## config.mk

```make
export PLATFORM = sky130hd
export DESIGN_NAME = smbus_slave
export DESIGN_NICKNAME = d
export VERILOG_FILES = /design/src/rtl/smbus_slave_pkg.sv /design/src/rtl/smbus_slave.sv
export SDC_FILE = /design/constraint.sdc
export NUM_CORES = 2
export LEC_CHECK = 0
export BUFFER_PORTS_ARGS = -buffer_cell sky130_fd_sc_hd__buf_4
export CAP_MARGIN = 20
export CORE_AREA = 2 2 428 430
export CTS_CLUSTER_SIZE = 25
export DETAILED_ROUTE_END_ITERATION = 6
export DIE_AREA = 0 0 430 432
export MAX_ROUTING_LAYER = met4
export PLACE_DENSITY = 0.72
export SLEW_MARGIN = 40
export SYNTH_ARGS = -nofsm -noshare
export SYNTH_HDL_FRONTEND = slang
export SYNTH_SLANG_ARGS = --single-unit
```

## constraint.sdc

```tcl
create_clock -name mclk_i -period 6.2 [get_ports mclk_i]
set_input_delay 0.93 -clock mclk_i [delete_from_list [all_inputs] [get_ports mclk_i]]
set_output_delay 0.93 -clock mclk_i [all_outputs]
set_load 0.05 [all_outputs]
```

## src/rtl/smbus_slave_pkg.sv

```systemverilog
// smbus slave constants, states and bus event carrier
// assumes a 25 MHz core clock sampling the bus pins
package smbus_slave_pkg;
   // -------------------------------------------------------
   // addresses and registers
   // -------------------------------------------------------
   localparam logic [6:0] OWN_ADDR       = 7'h4C;
   localparam logic [6:0] ARA_ADDR       = 7'h0C;
   localparam logic [7:0] CONFIG_ONE_OFS = 8'h00;
   localparam logic [7:0] CONFIG_ONE_RST = 8'h00;
   localparam int         BUS_TIMEOUT_DISABLE_BIT      = 5;
   localparam logic [7:0] STATUS_OFS     = 8'h10;
   localparam logic [7:0] CRC_POLY       = 8'h07;
   localparam logic [3:0] BITS_PER_BYTE  = 4'h8;
   // -------------------------------------------------------
   // timing
   // -------------------------------------------------------
   localparam int CLK_HZ         = 25_000_000;
   localparam int BUS_TIMEOUT_MS = 25;
   localparam int TIMEOUT_CYC    = BUS_TIMEOUT_MS * (CLK_HZ / 1000);
   // -------------------------------------------------------
   // types
   // -------------------------------------------------------
   typedef enum logic [2:0] {
      ST_IDLE     = 3'b000,
      ST_ADDR     = 3'b001,
      ST_ADDR_ACK = 3'b010,
      ST_RX       = 3'b011,
      ST_RX_ACK   = 3'b100,
      ST_TX       = 3'b101,
      ST_TX_ACK   = 3'b110,
      ST_IGNORE   = 3'b111
   } bus_st_t;
   typedef struct packed {
      logic start;
      logic stop;
      logic rise;
      logic fall;
   } bus_evt_t;
endpackage

```

## src/rtl/smbus_slave.sv

```systemverilog
// smbus slave: pointer, register file, alert response, timeout
// assumes open-drain pins resolved outside; alert_cond_i on mclk_i
// Operation
// ack own 7-bit address 1001100 in the ninth clock slot
// eighth bit gives direction: 0 write (0x98), 1 read (0x99)
// a byte is eight bits msb first plus one acknowledge bit
// data changes only with clock low; high-clock edges mean start/stop
// master ends a write with a stop during the tenth clock
// read ends with not-acknowledge then stop; device releases data line
// direction holds until the operation ends
// first written byte loads the address pointer
// a second written byte goes to the register the pointer selects
// pointer kept between operations; bare read uses current pointer
// writes of one or two bytes, reads of one data byte
// repeated start begins a new address phase without a stop
// send byte: address and pointer, both acknowledged, pointer only
// repeated start read may follow a send byte directly
// write byte: address, pointer, data, each acknowledged
// receive byte: device drives the pointed register after acking
// read byte: pointer write, repeated start, read one byte
// while alert low, ack alert response address, return own address
// arbitrate bitwise on alert response; loser releases data line
// alert stays low until status read and condition gone
// enabled timeout: 25 ms without activity releases bus, goes idle
// config_one bit 5 clear enables timeout, set disables; reset 0
// optional crc-8 packet error byte when master clocks an extra byte
// no ack for addresses other than own or live alert response
// reset clears pointer, idles interface, releases data line
`timescale 1ns/1ns
module smbus_slave
   import smbus_slave_pkg::*;
#(
   parameter int REG_COUNT      = 256,
   parameter int TIMEOUT_CYCLES = TIMEOUT_CYC
) (
   input  wire logic       mclk_i,       // core clock
   input  wire logic       rstn_i,       // async reset, low
   input  wire logic       ce_i,         // clock enable
   input  wire logic       scl_i,        // bus clock pin
   input  wire logic       sda_i,        // bus data pin level
   output logic            sda_o,        // data drive value
   output logic            sda_oe_n_o,   // low while pulling data low
   output logic            alert_o,      // alert drive value
   output logic            alert_oe_n_o, // low while alert asserted
   input  wire logic       alert_cond_i, // alert cause present
   input  wire logic [7:0] status_i      // status register contents
);
   localparam int TO_W = $clog2(TIMEOUT_CYCLES + 1);

   logic            scl_s1, scl_s2, scl_q;
   logic            sda_s1, sda_s2, sda_q;
   bus_evt_t        evt;
   bus_st_t         st;
   logic [3:0]      bitcnt;
   logic [7:0]      shift, txsh, crc, ptr, rd_byte;
   logic [1:0]      wr_cnt;
   logic            rw, drive, is_ara, tx_cnt, mack;
   logic [7:0]      regs [REG_COUNT];
   logic            alert_act, stat_seen;
   logic [TO_W-1:0] to_cnt;
   logic            to_hit, to_en;
   logic            own_hit, ara_hit, addr_done, rx_done, rx_ack, stat_rd;

   function automatic logic [7:0] crc8(input logic [7:0] c, input logic [7:0] d);
      logic [7:0] r;
      r = c ^ d;
      for (int i = 0; i < 8; i++) begin
         r = r[7] ? ((r << 1) ^ CRC_POLY) : (r << 1);
      end
      return r;
   endfunction

   // -------------------------------------------------------
   // pin synchronisers and bus events
   // -------------------------------------------------------
   always_ff @(posedge mclk_i or negedge rstn_i) begin
      if (!rstn_i) begin
         scl_s1 <= 1'b1;
         scl_s2 <= 1'b1;
         scl_q  <= 1'b1;
         sda_s1 <= 1'b1;
         sda_s2 <= 1'b1;
         sda_q  <= 1'b1;
      end else if (ce_i) begin
         scl_s1 <= scl_i;
         scl_s2 <= scl_s1;
         scl_q  <= scl_s2;
         sda_s1 <= sda_i;
         sda_s2 <= sda_s1;
         sda_q  <= sda_s2;
      end
   end

   always_comb begin
      evt.rise  = scl_s2 & ~scl_q;
      evt.fall  = ~scl_s2 & scl_q;
      evt.start = scl_s2 & scl_q & sda_q & ~sda_s2;
      evt.stop  = scl_s2 & scl_q & ~sda_q & sda_s2;
   end

   assign own_hit   = (shift[7:1] == OWN_ADDR);
   assign ara_hit   = (shift[7:1] == ARA_ADDR) && shift[0] && alert_act;
   assign addr_done = ce_i && !to_hit && (st == ST_ADDR) && evt.fall
                      && (bitcnt == BITS_PER_BYTE);
   assign rx_done   = ce_i && !to_hit && (st == ST_RX) && evt.fall
                      && (bitcnt == BITS_PER_BYTE);
   // pointer, data, then a matching crc byte; anything more is refused
   assign rx_ack    = (wr_cnt < 2'd2) || ((wr_cnt == 2'd2) && (shift == crc));
   assign rd_byte   = (ptr == STATUS_OFS) ? status_i
                      : ((int'(ptr) < REG_COUNT) ? regs[ptr] : 8'h00);
   assign stat_rd   = ce_i && !to_hit && (st == ST_ADDR_ACK) && evt.fall
                      && rw && !is_ara && (ptr == STATUS_OFS);

   // -------------------------------------------------------
   // bus protocol engine
   // -------------------------------------------------------
   always_ff @(posedge mclk_i or negedge rstn_i) begin
      if (!rstn_i) begin
         st     <= ST_IDLE;
         drive  <= 1'b0;
         bitcnt <= 4'h0;
         shift  <= 8'h00;
         txsh   <= 8'h00;
         crc    <= 8'h00;
         wr_cnt <= 2'd0;
         rw     <= 1'b0;
         is_ara <= 1'b0;
         tx_cnt <= 1'b0;
         mack   <= 1'b0;
      end else if (ce_i) begin
         if (evt.stop || to_hit) begin
            st    <= ST_IDLE;
            drive <= 1'b0;
         end else if (evt.start) begin
            st     <= ST_ADDR;
            bitcnt <= 4'h0;
            drive  <= 1'b0;
            // pec spans repeated starts, so only a fresh start clears it
            if (st == ST_IDLE) begin
               crc <= 8'h00;
            end
         end else begin
            case (st)
               ST_ADDR, ST_RX: begin
                  if (evt.rise) begin
                     shift  <= {shift[6:0], sda_s2};
                     bitcnt <= bitcnt + 4'h1;
                  end else if (evt.fall && bitcnt == BITS_PER_BYTE) begin
                     bitcnt <= 4'h0;
                     crc    <= crc8(crc, shift);
                     if (st == ST_ADDR) begin
                        if (own_hit || ara_hit) begin
                           st     <= ST_ADDR_ACK;
                           drive  <= 1'b1;
                           rw     <= shift[0];
                           is_ara <= ara_hit;
                           wr_cnt <= 2'd0;
                           tx_cnt <= 1'b0;
                        end else begin
                           st <= ST_IGNORE;
                        end
                     end else if (rx_ack) begin
                        st     <= ST_RX_ACK;
                        drive  <= 1'b1;
                        wr_cnt <= wr_cnt + 2'd1;
                     end else begin
                        st <= ST_IGNORE;
                     end
                  end
               end
               ST_ADDR_ACK, ST_RX_ACK: begin
                  if (evt.fall) begin
                     if (st == ST_ADDR_ACK && rw) begin
                        st    <= ST_TX;
                        txsh  <= is_ara ? {OWN_ADDR, 1'b0} : rd_byte;
                        drive <= is_ara ? ~OWN_ADDR[6] : ~rd_byte[7];
                     end else begin
                        st    <= ST_RX;
                        drive <= 1'b0;
                     end
                  end
               end
               ST_TX: begin
                  if (evt.rise) begin
                     bitcnt <= bitcnt + 4'h1;
                     if (!drive && !sda_s2) begin
                        st <= ST_IGNORE;
                     end
                  end else if (evt.fall) begin
                     if (bitcnt == BITS_PER_BYTE) begin
                        st     <= ST_TX_ACK;
                        drive  <= 1'b0;
                        bitcnt <= 4'h0;
                        crc    <= crc8(crc, {txsh[6:0], txsh[7]});
                     end else begin
                        // rotate, so the whole byte is back for the pec
                        txsh  <= {txsh[6:0], txsh[7]};
                        drive <= ~txsh[6];
                     end
                  end
               end
               ST_TX_ACK: begin
                  if (evt.rise) begin
                     mack <= ~sda_s2;
                  end else if (evt.fall) begin
                     if (mack && !tx_cnt) begin
                        st     <= ST_TX;
                        tx_cnt <= 1'b1;
                        txsh   <= crc;
                        drive  <= ~crc[7];
                     end else begin
                        st <= ST_IGNORE;
                     end
                  end
               end
               ST_IDLE, ST_IGNORE: begin
                  drive <= 1'b0;
               end
               default: begin
                  st    <= ST_IDLE;
                  drive <= 1'b0;
               end
            endcase
         end
      end
   end

   // -------------------------------------------------------
   // pointer and register file
   // -------------------------------------------------------
   // data lands before any pec byte arrives; a bad pec is only refused
   always_ff @(posedge mclk_i or negedge rstn_i) begin
      if (!rstn_i) begin
         ptr <= 8'h00;
         for (int i = 0; i < REG_COUNT; i++) begin
            regs[i] <= (i == int'(CONFIG_ONE_OFS)) ? CONFIG_ONE_RST : 8'h00;
         end
      end else if (rx_done) begin
         if (wr_cnt == 2'd0) begin
            ptr <= shift;
         end else if (wr_cnt == 2'd1 && ptr != STATUS_OFS
                      && int'(ptr) < REG_COUNT) begin
            regs[ptr] <= shift;
         end
      end
   end

   // -------------------------------------------------------
   // alert line
   // -------------------------------------------------------
   always_ff @(posedge mclk_i or negedge rstn_i) begin
      if (!rstn_i) begin
         alert_act <= 1'b0;
         stat_seen <= 1'b0;
      end else if (ce_i) begin
         if (alert_cond_i) begin
            alert_act <= 1'b1;
         end else if (stat_seen || stat_rd) begin
            alert_act <= 1'b0;
         end
         if (!alert_act) begin
            stat_seen <= 1'b0;
         end else if (stat_rd) begin
            stat_seen <= 1'b1;
         end
      end
   end

   // -------------------------------------------------------
   // bus timeout
   // -------------------------------------------------------
   assign to_en  = ~regs[CONFIG_ONE_OFS][BUS_TIMEOUT_DISABLE_BIT];
   assign to_hit = to_en && (to_cnt == TO_W'(TIMEOUT_CYCLES));

   always_ff @(posedge mclk_i or negedge rstn_i) begin
      if (!rstn_i) begin
         to_cnt <= '0;
      end else if (ce_i) begin
         if (st == ST_IDLE || !to_en || |evt) begin
            to_cnt <= '0;
         end else if (!to_hit) begin
            to_cnt <= to_cnt + TO_W'(1);
         end
      end
   end

   assign sda_o        = 1'b0;
   assign sda_oe_n_o   = ~drive;
   assign alert_o      = 1'b0;
   assign alert_oe_n_o = ~alert_act;
endmodule

```

; ---- Yosys cells after proc, flatten, opt, wreduce, memory -nomap -nowiden
; Cells that the tools add are included.
[op_classes]
add_sub_neg = 3
order_cmp = 3
n_eq_ne = 53
n_mux = 99
bitwise_logic = 40
reduce_logical = 57
[op_table]
columns = operator, count
row1 = 2048-bit bitwise mux, 1
row2 = 8-bit 2-to-1 mux, 20
row3 = 3-bit 2-to-1 mux, 30
row4 = 8-bit binary-select mux with 8-bit select, 1
row5 = 8-bit demux with 8-bit select, 1
row6 = 3-bit inverter, 16
row7 = "4-bit != test, second input constant", 11
row8 = 20-bit 2-to-1 mux, 2
row9 = 1-bit 2-to-1 mux, 27
row10 = "5-bit != test, second input constant", 5
row11 = 4-bit 2-to-1 mux, 6
row12 = "2-bit != test, second input constant", 12
row13 = 8-bit one-hot mux with 3 select lines, 1
row14 = 11-bit AND reduction, 2
row15 = "20-bit by 1-bit adder with 20-bit output, second input constant", 1
row16 = "20-bit equality test, second input constant", 1
row17 = 1-bit logical AND, 19
row18 = 8-bit one-hot mux with 2 select lines, 1
row19 = 8-bit AND reduction, 2
row20 = 8-bit XOR, 2
row21 = "3-bit != test, second input constant", 5
row22 = 1-bit inverter, 14
row23 = "3-bit equality test, second input constant", 4
row24 = 3-bit one-hot mux with 4 select lines, 1
row25 = other kinds (38), 70
[totals]
ff_bits = 2122
input_bits = 14
output_inout_bits = 4
wordCells = 532

; ---- Depth between registers and ports, before layout
[logic_depth]
ltp_word = 22
depth_mapped = 14
mapped_depth_nobuf = 10

; ---- Least setup slack after synthesis
; OpenSTA, ideal clock, no wires.
[synth_timing]
kind = input-to-reg
start = in ce_i
end = reg regs[1880] in the netlist's numbering
setup_ps = 125
t_arrival_ps = 2796
required_time_ps = 6075
path_slack_ps = 3279
cell_stages = 8
path_buffers = 2
path_cell_list = clkbuf_1 o21a_1 nand4_1 nor3_2 nand2_1 buf_4 nor2_4 mux2_2
[synth_via]
elab_chain_len = 5
[synth_lines]
columns = item, line
row1 = from (decl), smbus_slave.sv:38  ; input wire logic ce_i,
row2 = 1-bit logical AND (3 in a row), smbus_slave.sv:105  ; assign rx_done = ce_i && !to_hit && (st == ST_RX) && evt.fall
row3 = 1-bit logical AND, smbus_slave.sv:106  ; && (bitcnt == BITS_PER_BYTE);
row4 = 3-bit AND reduction (no line), -
row5 = "to (signal, indexed assignment)", smbus_slave.sv:236  ; regs[i] <= (i == int'(CONFIG_ONE_OFS)) ? CONFIG_ONE_RST : 8'h00;
row6 = "to (signal, indexed assignment)", smbus_slave.sv:243  ; regs[ptr] <= shift;
row7 = to (decl), smbus_slave.sv:58  ; logic [7:0] regs [REG_COUNT];
; No other way between the ends.
; A chain may end at the register's enable or synchronous reset.

; ---- Worst setup path in the final report
[layout_timing]
start = reg ptr[1]
end = reg txsh[7]
[layout_via]
elab_chain_len = 9
word_cells_on_any_way = 10
cone_classes = eq/ne: 1 / mux: 8 / bitwise: 1
[layout_lines]
columns = item, line
row1 = from (decl), smbus_slave.sv:55  ; logic [7:0] shift, txsh, crc, ptr, rd_byte;
row2 = from (signal assigned), smbus_slave.sv:240  ; ptr <= shift;
row3 = 8-bit inverter with 9-bit output (implied by the code), smbus_slave.sv:110  ; : ((int'(ptr) < REG_COUNT) ? regs[ptr] : 8'h00);
row4 = 8-bit binary-select mux with 8-bit select, smbus_slave.sv:110
row5 = 8-bit 2-to-1 mux (implied by the code) (2 in a row), smbus_slave.sv:110
row6 = 8-bit 2-to-1 mux *, smbus_slave.sv:109  ; assign rd_byte = (ptr == STATUS_OFS) ? status_i
row7 = 8-bit 2-to-1 mux *, smbus_slave.sv:175  ; txsh <= is_ara ? {OWN_ADDR, 1'b0} : rd_byte;
row8 = 8-bit 2-to-1 mux *, smbus_slave.sv:173  ; if (st == ST_ADDR_ACK && rw) begin
row9 = 8-bit 2-to-1 mux *, smbus_slave.sv:172  ; if (evt.fall) begin
row10 = 8-bit one-hot mux with 3 select lines *, smbus_slave.sv:143  ; case (st)
row11 = to (signal assigned), smbus_slave.sv:175
row12 = to (signal assigned), smbus_slave.sv:197  ; txsh <= {txsh[6:0], txsh[7]};
row13 = to (signal assigned), smbus_slave.sv:209  ; txsh <= crc;
row14 = to (decl), smbus_slave.sv:55
; Every way passes the cells marked *; elsewhere a longest branch is shown, timed or not. The select of a mux whose other input is x is not followed.

==> out/summary.md <==
The flow ran to the end, and the final reports show no timing, DRC or antenna violations. The starting density of the core came out at 0.5453. Counting both buffers and inverters, the worst setup path holds a total of 2. The post-cts sizing count was 0. The slowest cell on the critical path was dfrtp_4. Number of port buffers: 15. Worst flop-to-flop path startpoint: ptr[1]$_DFFE_PN0P_.

The netlist area before placement was 99090 um2; the placer congestion estimate was 0.9223. The run gives 29720 uW as the power consumption. The final core utilization is 0.6004. The family with the most delay on the worst path is simple AND/OR/NAND/NOR gates.

In the synthesized netlist the dominant register cell turns out to be dfrtp_1. The global-route wire length before repair is 396300 um. The logs give 6 for the number of search-and-repair iterations in the first detailed-routing pass and 0 for the number of endpoints failing setup at the final stage. The clock period could shrink to 4.847 ns.

For the pin with the worst max-slew slack, the measured transition is 1.056 ns. The logs give 0.453 for the share of total power in the clock network and 217 for the total clock buffers created by CTS. For the largest net degree at the start of global routing, the log shows 195. In this run the clock root is driven by a clkbuf_16.

The mean number of vias per cell works out to 6.458. The aggregate global routing overflow was 0. The fraction of registers with async set/reset was 1.000; the worst slew margin relative to its limit was 0.2960. The initial antenna violation count came out at 1. The clock network latency to the later pin of the worst-skew pair is 0.87 ns.

The number of standard-cell rows in the floorplan is 157. The analysis attributes to net switching a power of 7327 uW. STA puts the critical path data arrival time at 5.56 ns. The logs give 59830 for the via count of the first global-routing pass and 181700 um2 for the area inside the core boundary. Setup repair after global routing left no endpoint under its margin. In this run the worst hold path is classified as input pin to asynchronous set/reset pin.

The worst-case setup margin in the final layout was 1.353 ns; the hold buffer count at CTS was 0. The aggregate negative setup slack is 0 ns, and the area share of the leading cell type in the synthesized netlist is 0.5344. The largest single stage delay on the critical path is 0.91 ns. The worst setup path is of the flop to flop kind. The worst-case IR drop observed on VDD is 257.0 uV. The destination of the critical timing path was txsh[7]$_DFFE_PN0P_. After the first detailed-routing iteration, the DRC count stood at 5712. Before CTS, the worst setup slack after placement is 1.533 ns. In this run the remaining antenna-violating nets after routing total 0.

The share of the clock period used by the worst path works out to 0.7818. TritonCTS built the clock tree. The number of enable flip-flop cells after synthesis works out to 0. The power per standard cell area was 272.4 nW/um2; the number of levels the H-tree was split into was 4.

The die covers 185800 um2. The total of flip-flops plus latches after synthesis was 2122; the setup slack of the most critical reg-to-reg path was 1.35 ns. The sequential area share after synthesis came out at 0.5360.

The half-perimeter wire length of the detailed placement result was 164000 um. Worst-case reg-to-reg path depth: 9. Dominant cell by count in the synthesized netlist: dfrtp_1. Sorting the synthesized cells by area gives the leading types as dfrtp_1, mux2_2, mux4_2, mux2i_1, nor2_4.

The max-slew violation count is 0. For the part of the total power dissipated in combinational logic, the log shows 0.068. Tracing the worst setup path back leads to its startpoint at ptr[1]$_DFFE_PN0P_. The Yosys step of the flow raised 0 warnings. Along the worst path, the maximum fanout reaches 79.

On the final layout, the worst clock skew is 0.03238 ns. For the timing-limited maximum frequency, the log shows 0.2063 GHz. The sequential share of power is 0.479, and the count of unresolved DRC violations after routing is 0. The die is 432 um tall.

Sorting the synthesized cells by how often they occur yields dfrtp_1, mux2_2, mux4_2, clkbuf_1, mux2i_1. The share of post-route cells with drive strength above 1 was 0.4878; the post-detailed-route wirelength per cell was 28.86 um. For this design, the sink count on the clock tree is 2122.

The growth of design area from synthesis to finish works out to 10.11%. Clock-pin slew was measured on the worst setup and hold paths at 0.06 ns. The longest clock path from root to sink contains 3 buffers. The run gives 74 as the unique cell type count in the Yosys netlist.

Capture point of the worst reg-to-reg path: txsh[7]$_DFFE_PN0P_. In this run the number of cells on the critical path is 9. The signal on the critical path passes through buf_4 > buf_12 > mux4_2 > nand3_1 > nand2_1 > nor4_1 > a211oi_1 > nor4_1 > o21ai_0. The tools report the vias after detailed routing as 58130. The tools report the synthesized instance count as 6557.

The cell internal power dissipation is 22400 uW. Switching power share of the total: 0.2465. The most numerous cell type found on the critical path is nor4_1. In this run the static leakage power is 0.04953 uW.

Dividing the synthesized area by the synthesized cell count gives 15.11 um2. The run gives 6467 as the final net count. The run gives 0 as the hold violation count in the final report. Chip width: 430 um.

The worst setup path is captured at a flop. Data on the critical path is required at its endpoint by 6.91 ns. The global routing usage summed across all routing layers was 0.2913.

The largest area contributor in the netlist was dfrtp_1. Number of top-level pins: 18. The post-CTS setup-driven buffer insertion count was 0. The kind of launch point of the worst setup path was a flop.

The worst hold slack across all endpoints was 0.02818 ns; the sum of routed wire length over all layers was 259800 um. Across the run, the number of max-cap violations was 0.
## kinds of logic after synthesis
kind of cell,synth area share
buf+inv,0.02442
flops,0.5360
mux,0.3559
compound gates,0.02988
xor+xnor,0.005480
fa+ha+maj,0.001642
other cells,0.00003785
simple gates,0.04668
## through the flow
stage               instance area [um2]  instances
finish                           109100       9002
CTS                              108900       8992
detailed placement               101500       8598
floorplan                         99090       6558
global route                     109100       9001
global placement                 101200       8587
## sequential cells by signal, summed over array words and instances (netlist names), 2 cells and up
name	cells
bitcnt	4
crc	8
ptr	8
regs	2048
shift	8
st	3
to_cnt	20
txsh	8
wr_cnt	2
## cell type report
| cell class | instances | area (um2) |
|---|---|---|
| multi-input cells | 3923 | 43710 |
| fillers | 13500 | 72600 |
| flip-flops and latches | 2122 | 53160 |
| inverters | 17 | 63.81 |
| well taps | 2385 | 2984 |
| clock buffers | 326 | 6412 |
| repair buffers | 159 | 1839 |
| diodes | 2 | 5.005 |
| clock inverters | 68 | 928.4 |
## worst reg2reg max path, delay by kind of cell, from the launching register on
family,cells,cell delay (ns)
compound gates,2,0.53
buf+inv,2,1.12
flops,1,0.91
mux,1,0.63
simple gates,4,1.51
## layer usage
metal / up-vias / track usage / routed length [um]
met2: 1946 / 0.4373 / 121600
met4: 0 / 0.09611 / 9079
met1: 31600 / 0.4060 / 111900
met5: - / - / 0
met3: 466 / 0.05145 / 17200
li1: 24120 / - / -
## worst min-delay path by stage
stage                                 startpoint                     end  slack, ns  depth (start not counted)
final                                     rstn_i   regs[482]$_DFFE_PN0P_       0.03                          1
after global routing                      rstn_i   regs[437]$_DFFE_PN0P_       0.05                          1
after CTS                                 rstn_i   regs[494]$_DFFE_PN0P_       0.04                          1
after detailed placement  regs[1918]$_DFFE_PN0P_  regs[1918]$_DFFE_PN0P_       0.36                          0
after global placement    regs[1914]$_DFFE_PN0P_  regs[1914]$_DFFE_PN0P_       0.36                          0
after floorplan           regs[1912]$_DFFE_PN0P_  regs[1912]$_DFFE_PN0P_       0.42                          1
## cells in the final DEF (no fill, tap or decap), types with 96 or more instances in the layout
| master | synthesis | final |
|---|---|---|
| dfrtp_1 | 2116 | 2102 |
| mux4_2 | 451 | 451 |
| nand2_1 | 150 | 143 |
| mux2_2 | 1959 | 1959 |
| mux2_1 | 107 | 107 |
| nor2_2 | 85 | 96 |
| a22oi_1 | 150 | 150 |
| nor2_4 | 157 | 158 |
| buf_4 | 51 | 107 |
| mux2i_1 | 184 | 184 |
| clkbuf_16 | 0 | 219 |
## power by group through the flow
stage / Combinational, uW / Clock [uW] / Sequential [uW]
5_1_grt: 2190 / 14200 / 14300
6_report: 2010 / 13500 / 14200
4_1_cts: 1940 / 13600 / 14300
3_5_place_dp: 1930 / 0 / 14500
3_3_place_gp: 1880 / 0 / 14500
2_1_floorplan: 1300 / 0 / 14300
No activity file was read; power rests on OpenSTA's default activity.
